`src/irq_bank_pkg.sv`:
```
// Package: register layout, field positions and shared types of the interrupt bank
`default_nettype none
package irq_bank_pkg;
	// Register indices on the data-memory port (no printed addresses; chosen locally)
	localparam logic [2:0] REG_EDGE = 3'h0;
	localparam logic [2:0] REG_PRI0 = 3'h1;
	localparam logic [2:0] REG_PRI1 = 3'h2;
	localparam logic [2:0] REG_PRI2 = 3'h3;
	localparam logic [2:0] REG_GRP0 = 3'h4;
	localparam logic [2:0] REG_GRP1 = 3'h5;
	localparam logic [2:0] REG_GRP2 = 3'h6;
	localparam int NUM_REGS = 7;

	// Implemented-bit masks per register
	localparam logic [7:0] MASK_EDGE = 8'h0f;
	localparam logic [7:0] MASK_PRI0 = 8'h7f;
	localparam logic [7:0] MASK_PRI1 = 8'hff;
	localparam logic [7:0] MASK_PRI2 = 8'h77;
	localparam logic [7:0] MASK_GRP = 8'h33;
	localparam logic [7:0] RESET_VAL = 8'h00;

	// Field positions
	localparam int EDGE_PIN0_LSB = 0;
	localparam int EDGE_PIN1_LSB = 2;
	localparam int P0_ADC_REQ = 6;
	localparam int P0_PIN1_REQ = 5;
	localparam int P0_PIN0_REQ = 4;
	localparam int P0_ADC_EN = 3;
	localparam int P0_PIN1_EN = 2;
	localparam int P0_PIN0_EN = 1;
	localparam int P0_GLOBAL_EN = 0;
	localparam int P1_UART_REQ = 7;
	localparam int P1_GRP_REQ_LSB = 4;
	localparam int P1_UART_EN = 3;
	localparam int P1_GRP_EN_LSB = 0;
	localparam int P2_TB1_REQ = 6;
	localparam int P2_TB0_REQ = 5;
	localparam int P2_SPI_REQ = 4;
	localparam int P2_TB1_EN = 2;
	localparam int P2_TB0_EN = 1;
	localparam int P2_SPI_EN = 0;
	localparam int G_REQ_HI = 5;
	localparam int G_REQ_LO = 4;
	localparam int G_EN_HI = 1;
	localparam int G_EN_LO = 0;

	// Edge select codes
	localparam logic [1:0] EDGE_OFF = 2'h0;
	localparam logic [1:0] EDGE_RISE = 2'h1;
	localparam logic [1:0] EDGE_FALL = 2'h2;
	localparam logic [1:0] EDGE_BOTH = 2'h3;

	// Vector identities, in priority order
	typedef enum logic [3:0] {
		VEC_NONE = 4'h0,
		VEC_PIN0 = 4'h1,
		VEC_PIN1 = 4'h2,
		VEC_ADC = 4'h3,
		VEC_GRP0 = 4'h4,
		VEC_GRP1 = 4'h5,
		VEC_GRP2 = 4'h6,
		VEC_UART = 4'h7,
		VEC_SPI = 4'h8,
		VEC_TB0 = 4'h9,
		VEC_TB1 = 4'ha
	} vector_t;

	// Peripheral event pulses
	typedef struct packed {
		logic adc_done;
		logic uart;
		logic spi;
		logic timebase0;
		logic timebase1;
		logic timer0_cmpa;
		logic timer0_period;
		logic timer1_cmpa;
		logic timer1_period;
		logic eeprom_write_done;
		logic low_voltage;
	} periph_events_t;

	// Register access from the core
	typedef struct packed {
		logic wr;
		logic [2:0] addr;
		logic [7:0] wdata;
	} reg_req_t;
endpackage : irq_bank_pkg
`default_nettype wire

```
`src/ext_edge_detect.sv`:
```
// Edge detector for one external interrupt pin with a selectable trigger edge
`default_nettype none
module ext_edge_detect
	import irq_bank_pkg::*;
(
	input wire logic sys_clk_in, // System clock
	input wire logic srst_in, // Synchronous reset, active high
	input wire logic pin_in, // Pin level, synchronous
	input wire logic [1:0] edge_sel_in, // Trigger edge code
	output logic hit_out // One-cycle pulse on selected edge
);
	logic prev_q;
	logic rise;
	logic fall;

	// Previous level, reset low so a high pin at release reads as a rising edge only when selected
	always_ff @(posedge sys_clk_in)
	begin
		if (srst_in)
			prev_q <= 1'b0;
		else
			prev_q <= pin_in;
	end

	assign rise = pin_in & ~prev_q;
	assign fall = ~pin_in & prev_q;

	// Code decode; zero turns detection off
	always_comb
	begin
		unique case (edge_sel_in)
			EDGE_OFF: hit_out = 1'b0;
			EDGE_RISE: hit_out = rise;
			EDGE_FALL: hit_out = fall;
			EDGE_BOTH: hit_out = rise | fall;
		endcase
	end
endmodule : ext_edge_detect
`default_nettype wire

```
`src/mcu_interrupt_flag_enable_bank.sv`:
```
// Interrupt flag and enable register bank with request arbitration
// Contract
// RQ1: Three primary, three group, one edge register
// RQ2: Hardware sets flags; program writes enables
// RQ3: Pin 1 edge code in bits 3..2
// RQ4: Pin 0 edge code in bits 1..0
// RQ5: Primary 0 flags: ADC6, pin1 5, pin0 4
// RQ6: Primary 0 enables: ADC3, pin1 2, pin0 1, global0
// RQ7: Primary 1: UART and group flags, enables
// RQ8: Primary 2: timebase and SPI flags, enables
// RQ9: Group 0 holds timer 0 requests, enables
// RQ10: Group 1 mirrors group 0 for timer 1
// RQ11: Group 2 holds EEPROM and low-voltage bits
// RQ12: Unimplemented bits read zero, ignore writes
// RQ13: Flags one when pending; all reset zero
// RQ14: Disabled flag still sets; global enable gates all
// RQ15: Servicing clears global enable, flags still record
// RQ16: Servicing pin or ADC clears its flag
// RQ17: Group service clears group flag only; an enabled pending member flag sets it again in the same cycle
// RQ18: Group flag set by enabled member flag
// RQ19: Software writes to flags take effect directly
`default_nettype none
module mcu_interrupt_flag_enable_bank
	import irq_bank_pkg::*;
(
	input wire logic sys_clk_in, // System clock, 200 MHz
	input wire logic srst_in, // Synchronous reset, active high
	input wire irq_bank_pkg::reg_req_t reg_req_in, // Core register access
	input wire logic reg_rd_in, // Core read strobe
	input wire irq_bank_pkg::periph_events_t events_in, // Peripheral event pulses
	input wire logic ext_pin_0_in, // External pin 0 level
	input wire logic ext_pin_1_in, // External pin 1 level
	input wire logic stack_full_in, // Core cannot take a vector now
	input wire logic vector_ack_in, // Core takes the offered vector
	output logic [7:0] reg_rdata_out, // Read data, one cycle after strobe
	output irq_bank_pkg::vector_t vector_out, // Highest pending vector
	output logic irq_req_out // Vector jump requested
);
	// Register state (see RQ1)
	logic [7:0] edge_q;
	logic [7:0] pri0_q;
	logic [7:0] pri1_q;
	logic [7:0] pri2_q;
	logic [7:0] grp0_q;
	logic [7:0] grp1_q;
	logic [7:0] grp2_q;
	logic [7:0] edge_d;
	logic [7:0] pri0_d;
	logic [7:0] pri1_d;
	logic [7:0] pri2_d;
	logic [7:0] grp0_d;
	logic [7:0] grp1_d;
	logic [7:0] grp2_d;
	logic [7:0] rdata_d;
	logic [1:0] pin_hit;
	logic [2:0] grp_member;
	vector_t vec_d;
	vector_t vec_q;
	logic req_q;
	logic service;

	// Write enable per register
	function automatic logic wr_hit(input reg_req_t req, input logic [2:0] idx);
		wr_hit = req.wr && (req.addr == idx);
	endfunction : wr_hit

	// Masked write merge; unimplemented bits stay zero (see RQ12)
	function automatic logic [7:0] merge(input logic [7:0] cur, input reg_req_t req,
		input logic [2:0] idx, input logic [7:0] mask);
		merge = wr_hit(req, idx) ? (req.wdata & mask) : cur;
	endfunction : merge

	// Edge detectors, one per external pin (see RQ3) (see RQ4)
	ext_edge_detect u_pin0 (
		.sys_clk_in(sys_clk_in),
		.srst_in(srst_in),
		.pin_in(ext_pin_0_in),
		.edge_sel_in(edge_q[EDGE_PIN0_LSB +: 2]),
		.hit_out(pin_hit[0])
	);
	ext_edge_detect u_pin1 (
		.sys_clk_in(sys_clk_in),
		.srst_in(srst_in),
		.pin_in(ext_pin_1_in),
		.edge_sel_in(edge_q[EDGE_PIN1_LSB +: 2]),
		.hit_out(pin_hit[1])
	);

	// Group member requests: any member flag with its own enable (see RQ18)
	assign grp_member[0] = (grp0_q[G_REQ_HI] & grp0_q[G_EN_HI]) | (grp0_q[G_REQ_LO] & grp0_q[G_EN_LO]);
	assign grp_member[1] = (grp1_q[G_REQ_HI] & grp1_q[G_EN_HI]) | (grp1_q[G_REQ_LO] & grp1_q[G_EN_LO]);
	assign grp_member[2] = (grp2_q[G_REQ_HI] & grp2_q[G_EN_HI]) | (grp2_q[G_REQ_LO] & grp2_q[G_EN_LO]);

	// A vector is consumed only while one is offered
	assign service = vector_ack_in & req_q;

	// Priority choice among enabled pending requests; global enable gates all (see RQ14)
	always_comb
	begin
		vec_d = VEC_NONE;
		if (pri0_q[P0_GLOBAL_EN] && !stack_full_in)
		begin
			if (pri0_q[P0_PIN0_REQ] && pri0_q[P0_PIN0_EN])
				vec_d = VEC_PIN0;
			else if (pri0_q[P0_PIN1_REQ] && pri0_q[P0_PIN1_EN])
				vec_d = VEC_PIN1;
			else if (pri0_q[P0_ADC_REQ] && pri0_q[P0_ADC_EN])
				vec_d = VEC_ADC;
			else if (pri1_q[P1_GRP_REQ_LSB] && pri1_q[P1_GRP_EN_LSB])
				vec_d = VEC_GRP0;
			else if (pri1_q[P1_GRP_REQ_LSB + 1] && pri1_q[P1_GRP_EN_LSB + 1])
				vec_d = VEC_GRP1;
			else if (pri1_q[P1_GRP_REQ_LSB + 2] && pri1_q[P1_GRP_EN_LSB + 2])
				vec_d = VEC_GRP2;
			else if (pri1_q[P1_UART_REQ] && pri1_q[P1_UART_EN])
				vec_d = VEC_UART;
			else if (pri2_q[P2_SPI_REQ] && pri2_q[P2_SPI_EN])
				vec_d = VEC_SPI;
			else if (pri2_q[P2_TB0_REQ] && pri2_q[P2_TB0_EN])
				vec_d = VEC_TB0;
			else if (pri2_q[P2_TB1_REQ] && pri2_q[P2_TB1_EN])
				vec_d = VEC_TB1;
		end
	end

	// Edge register: software only
	assign edge_d = merge(edge_q, reg_req_in, REG_EDGE, MASK_EDGE); // see RQ12

	// Primary 0: write, then service clears, then hardware sets win (see RQ5) (see RQ6)
	always_comb
	begin
		pri0_d = merge(pri0_q, reg_req_in, REG_PRI0, MASK_PRI0); // see RQ19
		if (service)
		begin
			pri0_d[P0_GLOBAL_EN] = 1'b0; // see RQ15
			if (vec_q == VEC_PIN0)
				pri0_d[P0_PIN0_REQ] = 1'b0; // see RQ16
			if (vec_q == VEC_PIN1)
				pri0_d[P0_PIN1_REQ] = 1'b0; // see RQ16
			if (vec_q == VEC_ADC)
				pri0_d[P0_ADC_REQ] = 1'b0; // see RQ16
		end
		// Set beats a same-cycle clear so no event is lost (see RQ2) (see RQ14)
		if (pin_hit[0])
			pri0_d[P0_PIN0_REQ] = 1'b1;
		if (pin_hit[1])
			pri0_d[P0_PIN1_REQ] = 1'b1;
		if (events_in.adc_done)
			pri0_d[P0_ADC_REQ] = 1'b1;
	end

	// Primary 1: UART and group flags (see RQ7)
	always_comb
	begin
		pri1_d = merge(pri1_q, reg_req_in, REG_PRI1, MASK_PRI1); // see RQ19
		if (service)
		begin
			// Group flag clear is overridden below while an enabled member flag is pending; member flags are left for the program (see RQ17)
			if (vec_q == VEC_GRP0)
				pri1_d[P1_GRP_REQ_LSB] = 1'b0;
			if (vec_q == VEC_GRP1)
				pri1_d[P1_GRP_REQ_LSB + 1] = 1'b0;
			if (vec_q == VEC_GRP2)
				pri1_d[P1_GRP_REQ_LSB + 2] = 1'b0;
			if (vec_q == VEC_UART)
				pri1_d[P1_UART_REQ] = 1'b0;
		end
		for (int g = 0; g < 3; g++)
		begin
			if (grp_member[g])
				pri1_d[P1_GRP_REQ_LSB + g] = 1'b1; // see RQ18
		end
		if (events_in.uart)
			pri1_d[P1_UART_REQ] = 1'b1; // see RQ2
	end

	// Primary 2: SPI and time bases (see RQ8)
	always_comb
	begin
		pri2_d = merge(pri2_q, reg_req_in, REG_PRI2, MASK_PRI2); // see RQ19
		if (service)
		begin
			if (vec_q == VEC_SPI)
				pri2_d[P2_SPI_REQ] = 1'b0;
			if (vec_q == VEC_TB0)
				pri2_d[P2_TB0_REQ] = 1'b0;
			if (vec_q == VEC_TB1)
				pri2_d[P2_TB1_REQ] = 1'b0;
		end
		if (events_in.spi)
			pri2_d[P2_SPI_REQ] = 1'b1; // see RQ2
		if (events_in.timebase0)
			pri2_d[P2_TB0_REQ] = 1'b1;
		if (events_in.timebase1)
			pri2_d[P2_TB1_REQ] = 1'b1;
	end

	// Group registers: member flags cleared by software only (see RQ9) (see RQ10) (see RQ11)
	always_comb
	begin
		grp0_d = merge(grp0_q, reg_req_in, REG_GRP0, MASK_GRP);
		grp1_d = merge(grp1_q, reg_req_in, REG_GRP1, MASK_GRP);
		grp2_d = merge(grp2_q, reg_req_in, REG_GRP2, MASK_GRP);
		if (events_in.timer0_cmpa)
			grp0_d[G_REQ_HI] = 1'b1; // see RQ2
		if (events_in.timer0_period)
			grp0_d[G_REQ_LO] = 1'b1;
		if (events_in.timer1_cmpa)
			grp1_d[G_REQ_HI] = 1'b1;
		if (events_in.timer1_period)
			grp1_d[G_REQ_LO] = 1'b1;
		if (events_in.eeprom_write_done)
			grp2_d[G_REQ_HI] = 1'b1;
		if (events_in.low_voltage)
			grp2_d[G_REQ_LO] = 1'b1;
	end

	// Register update; all implemented bits clear at reset (see RQ13)
	always_ff @(posedge sys_clk_in)
	begin
		if (srst_in)
		begin
			edge_q <= RESET_VAL;
			pri0_q <= RESET_VAL;
			pri1_q <= RESET_VAL;
			pri2_q <= RESET_VAL;
			grp0_q <= RESET_VAL;
			grp1_q <= RESET_VAL;
			grp2_q <= RESET_VAL;
		end
		else
		begin
			edge_q <= edge_d;
			pri0_q <= pri0_d;
			pri1_q <= pri1_d;
			pri2_q <= pri2_d;
			grp0_q <= grp0_d;
			grp1_q <= grp1_d;
			grp2_q <= grp2_d;
		end
	end

	// Read mux; stored values already hold zero in unused bits (see RQ12) (see RQ13)
	always_comb
	begin
		rdata_d = 8'h00;
		if (reg_rd_in)
		begin
			unique case (reg_req_in.addr)
				REG_EDGE: rdata_d = edge_q;
				REG_PRI0: rdata_d = pri0_q;
				REG_PRI1: rdata_d = pri1_q;
				REG_PRI2: rdata_d = pri2_q;
				REG_GRP0: rdata_d = grp0_q;
				REG_GRP1: rdata_d = grp1_q;
				REG_GRP2: rdata_d = grp2_q;
				default: rdata_d = 8'h00;
			endcase
		end
	end

	// Read data register
	always_ff @(posedge sys_clk_in)
	begin
		if (srst_in)
			reg_rdata_out <= 8'h00;
		else
			reg_rdata_out <= rdata_d;
	end

	// Vector offer; dropped right after acknowledge so the same request is not taken twice
	always_ff @(posedge sys_clk_in)
	begin
		if (srst_in || service)
		begin
			vec_q <= VEC_NONE;
			req_q <= 1'b0;
		end
		else
		begin
			vec_q <= vec_d;
			req_q <= (vec_d != VEC_NONE); // see RQ14
		end
	end

	assign vector_out = vec_q;
	assign irq_req_out = req_q;
endmodule : mcu_interrupt_flag_enable_bank
`default_nettype wire

```
`config.mk`:
```
export PLATFORM = sky130hd
export DESIGN_NAME = mcu_interrupt_flag_enable_bank
export DESIGN_NICKNAME = d
export VERILOG_FILES = /design/src/irq_bank_pkg.sv /design/src/ext_edge_detect.sv /design/src/mcu_interrupt_flag_enable_bank.sv
export SDC_FILE = /design/constraint.sdc
export NUM_CORES = 1
export LEC_CHECK = 0
export BUFFER_PORTS_ARGS = -buffer_cell sky130_fd_sc_hd__clkbuf_2
export CORE_AREA = 2 2 91 58
export DETAILED_ROUTE_END_ITERATION = 7
export DIE_AREA = 0 0 93 60
export HOLD_SLACK_MARGIN = 0.03
export PLACE_DENSITY_LB_ADDON = 0.2
export SLEW_MARGIN = 20
export SYNTH_ARGS = -nofsm -noshare
export SYNTH_HDL_FRONTEND = slang
export SYNTH_HIERARCHICAL = 1
export SYNTH_SLANG_ARGS = --single-unit
```
`constraint.sdc`:
```
create_clock -name sys_clk_in -period 2.15 [get_ports sys_clk_in]
set_input_delay 0.215 -clock sys_clk_in [delete_from_list [all_inputs] [get_ports sys_clk_in]]
set_output_delay 0.215 -clock sys_clk_in [all_outputs]
set_load 0.01 [all_outputs]
```
==> impl_metrics.env <==
export IMPL_required_ps=2340
export IMPL_synth_edf_count=0
export IMPL_netlist_area_um2=2520
export IMPL_layout_commonest_cell="dfxtp_1"
export IMPL_total_power_mw=1.80
export IMPL_clkSinkCount=52
export IMPL_critPathMaxFanout=4
export IMPL_gp_congestion=0.878
export IMPL_ys_warn_count=6
export IMPL_post_drt_wl_per_cell_um=16.3
export IMPL_post_cts_setup_buffers=0
export IMPL_synthCells=281
export IMPL_cp_common_cell="nand2_1"
export IMPL_finalCritPeriodShare_pct=71.6
export IMPL_async_reset_ff_share_pct=0
export IMPL_clockBufferDepth=2
export IMPL_grt_max_degree=27
export IMPL_final_cells=387
export IMPL_routed_top_layer="met4"
export IMPL_critPathSlowestCell="nor3b_1"
export IMPL_critical_path_class="flip-flop to flip-flop"
export IMPL_synth_largest_area_cell="dfxtp_1"
export IMPL_die_w_um=93
export IMPL_slew_limit_headroom_pct=63.4
export IMPL_cts_resized=0
export IMPL_setup_viol=0
export IMPL_start_util_pct=52.4
export IMPL_stdcell_area_um2=2850
export IMPL_dr_pass1_iters=5
export IMPL_ant_nets=0
export IMPL_cts_root_buf="clkbuf_8"
export IMPL_grt_overflow=0
export IMPL_fp_coreArea_um2=4800
export IMPL_ys_types=41
export IMPL_routed_wl_mm=6.30
export IMPL_htreeDepth=2
export IMPL_slowest_delay_ps=480
export IMPL_synthFlopType="dfxtp_1"
export IMPL_drive_above_1_share_pct=21.2
export IMPL_fin_util_pct=59.3
export IMPL_vias_per_cell=5.63
export IMPL_cts_hold_buffers_added=0
export IMPL_hold_viol=0
export IMPL_area_growth_pct=13.3
export IMPL_cts_buffers=5
export IMPL_grt_usage_pct=24.5
export IMPL_crit_family="simple AND/OR/NAND/NOR gates"
export IMPL_synth_nets=315
export IMPL_grt_pass1_wl_mm=10.2
export IMPL_ys_seq_area_share_pct=41.4
export IMPL_path_cells="nand2_1 -> nor3b_1 -> nand2_1 -> a222oi_1 -> nor2_1"
export IMPL_antenna_found_initial=0
export IMPL_num_vias=2177
export IMPL_die_area_um2=5580
export IMPL_slew_violations=0
export IMPL_layout_nets=354
export IMPL_outcome="completed"
export IMPL_insertion_delay_ps=300
export IMPL_num_rows=20
export IMPL_max_cap_violations=0
export IMPL_rsz0062_at_grt="false"
export IMPL_min_period_ps=1540
export IMPL_synth_top_area_share_pct=41.4
export IMPL_tns_ps=0
export IMPL_cts_tree="done"
export IMPL_num_antenna_cells=0
export IMPL_max_vdd_ir_drop_mv=0.292
export IMPL_die_h_um=60
export IMPL_wl_met1_mm=3.36
export IMPL_cp_num_buf_inv=0
export IMPL_hpwl_mm=4.85
export IMPL_max_freq_mhz=650
export IMPL_dp_cells=379
export IMPL_yosys_register_bits=52
export IMPL_cp_end_kind="flip-flop"
export IMPL_wl_met3_um=436
export IMPL_pin_count=43
export IMPL_synthTopCellsByArea="dfxtp_1, mux2i_1, nor2_1"
export IMPL_p_leak_nw=1.26
export IMPL_dpl_cell_area_um2=2760
export IMPL_layout_common_cells="dfxtp_1, clkbuf_2, nor2_1"
export IMPL_worst_pin_slew_ps=546
export IMPL_hold_path_class="input pin to flip-flop"
export IMPL_grt_pass1_vias=1910
export IMPL_critPathLaunchType="flip-flop"
export IMPL_powerDensity_nw_per_um2=631
export IMPL_cp_arrival_ps=1730
export IMPL_drt_iter0_markers=188
export IMPL_drc=0
export IMPL_synth_avg_cell_area_um2=8.96
export IMPL_port_buffers=42
export IMPL_clkTransAtPathRegs_ps=90
export IMPL_skew_ps=5.61
export IMPL_wl_met2_mm=2.42
## area by class of cell
class | instances | area (µm²)
clock inverter | 1 | 7.51
clock buffer | 7 | 86.3
timing repair buffer | 44 | 225
tap | 66 | 82.6
multi-input combinational | 206 | 1370
fill | 462 | 1950
inverter | 11 | 41.3
sequential | 52 | 1040
## synth_stat cells (3+ instances only)
| cell | instances |
|---|---|
| mux2i_1 | 32 |
| a22oi_1 | 5 |
| nand2b_1 | 4 |
| a211oi_1 | 3 |
| mux2_2 | 8 |
| inv_1 | 11 |
| ha_1 | 4 |
| clkbuf_1 | 6 |
| dfxtp_1 | 52 |
| o21ai_1 | 4 |
| nor2b_1 | 10 |
| a31oi_1 | 3 |
| nor2_1 | 39 |
| buf_2 | 3 |
| a21oi_1 | 25 |
| nor3b_1 | 3 |
| nand3_1 | 8 |
| nor3_1 | 3 |
| nand2_1 | 28 |
## kinds of logic (layout without fill, tap and decap cells)
group                    Yosys count  count (layout)  synth area share [%]
adder cells (fa/ha/maj)            4               4                  1.99
flip-flops                        52              52                  41.4
buffers and inverters             23              63                  4.32
AO/OA/AOI/OAI                     53              53                  13.2
AND/OR/NAND/NOR                  105             105                  19.9
multiplexers                      44              44                  19.3
## power breakdown
group	internal [mW]	switching [mW]	total (mW)
clock	0.262	0.310	0.572
sequential	0.995	0.0334	1.03
combinational	0.0888	0.109	0.198
## state kept, by name, indices dropped and copies added (netlist names), 4 cells and up
signal	cells
pri0_q	7
pri1_q	8
grp0_q	4
edge_q	4
vector_out	4
grp1_q	4
reg_rdata_out	8
pri2_q	6
grp2_q	4
## layer usage
metal  vias to the layer above  GRT usage [%]
li1                       1063              -
met1                      1026           38.5
met2                        81           33.5
met3                         7           5.42
met4                         0           5.67
met5                         -              0
## final timing paths
check	from	depth (start not counted)	slack (ps)	end
worst max-delay path	irq_req_out$_SDFF_PP0_	5	610	pri1_q[5]$_SDFF_PP0_
worst min-delay path	vector_ack_in	2	110	pri0_q[0]$_SDFFE_PP0P_
worst max register to register	irq_req_out$_SDFF_PP0_	5	610	pri1_q[5]$_SDFF_PP0_
worst min register to register	irq_req_out$_SDFF_PP0_	1	470	pri0_q[0]$_SDFFE_PP0P_
## through the flow
stage          setup WS, ps  hold WS (ps)
3_3_place_gp            432           422
5_1_grt                 379           113
6_report                611           105
4_1_cts                 607           103
3_5_place_dp            395           428
2_1_floorplan           606           282
Power figures use the tool's default switching activity.
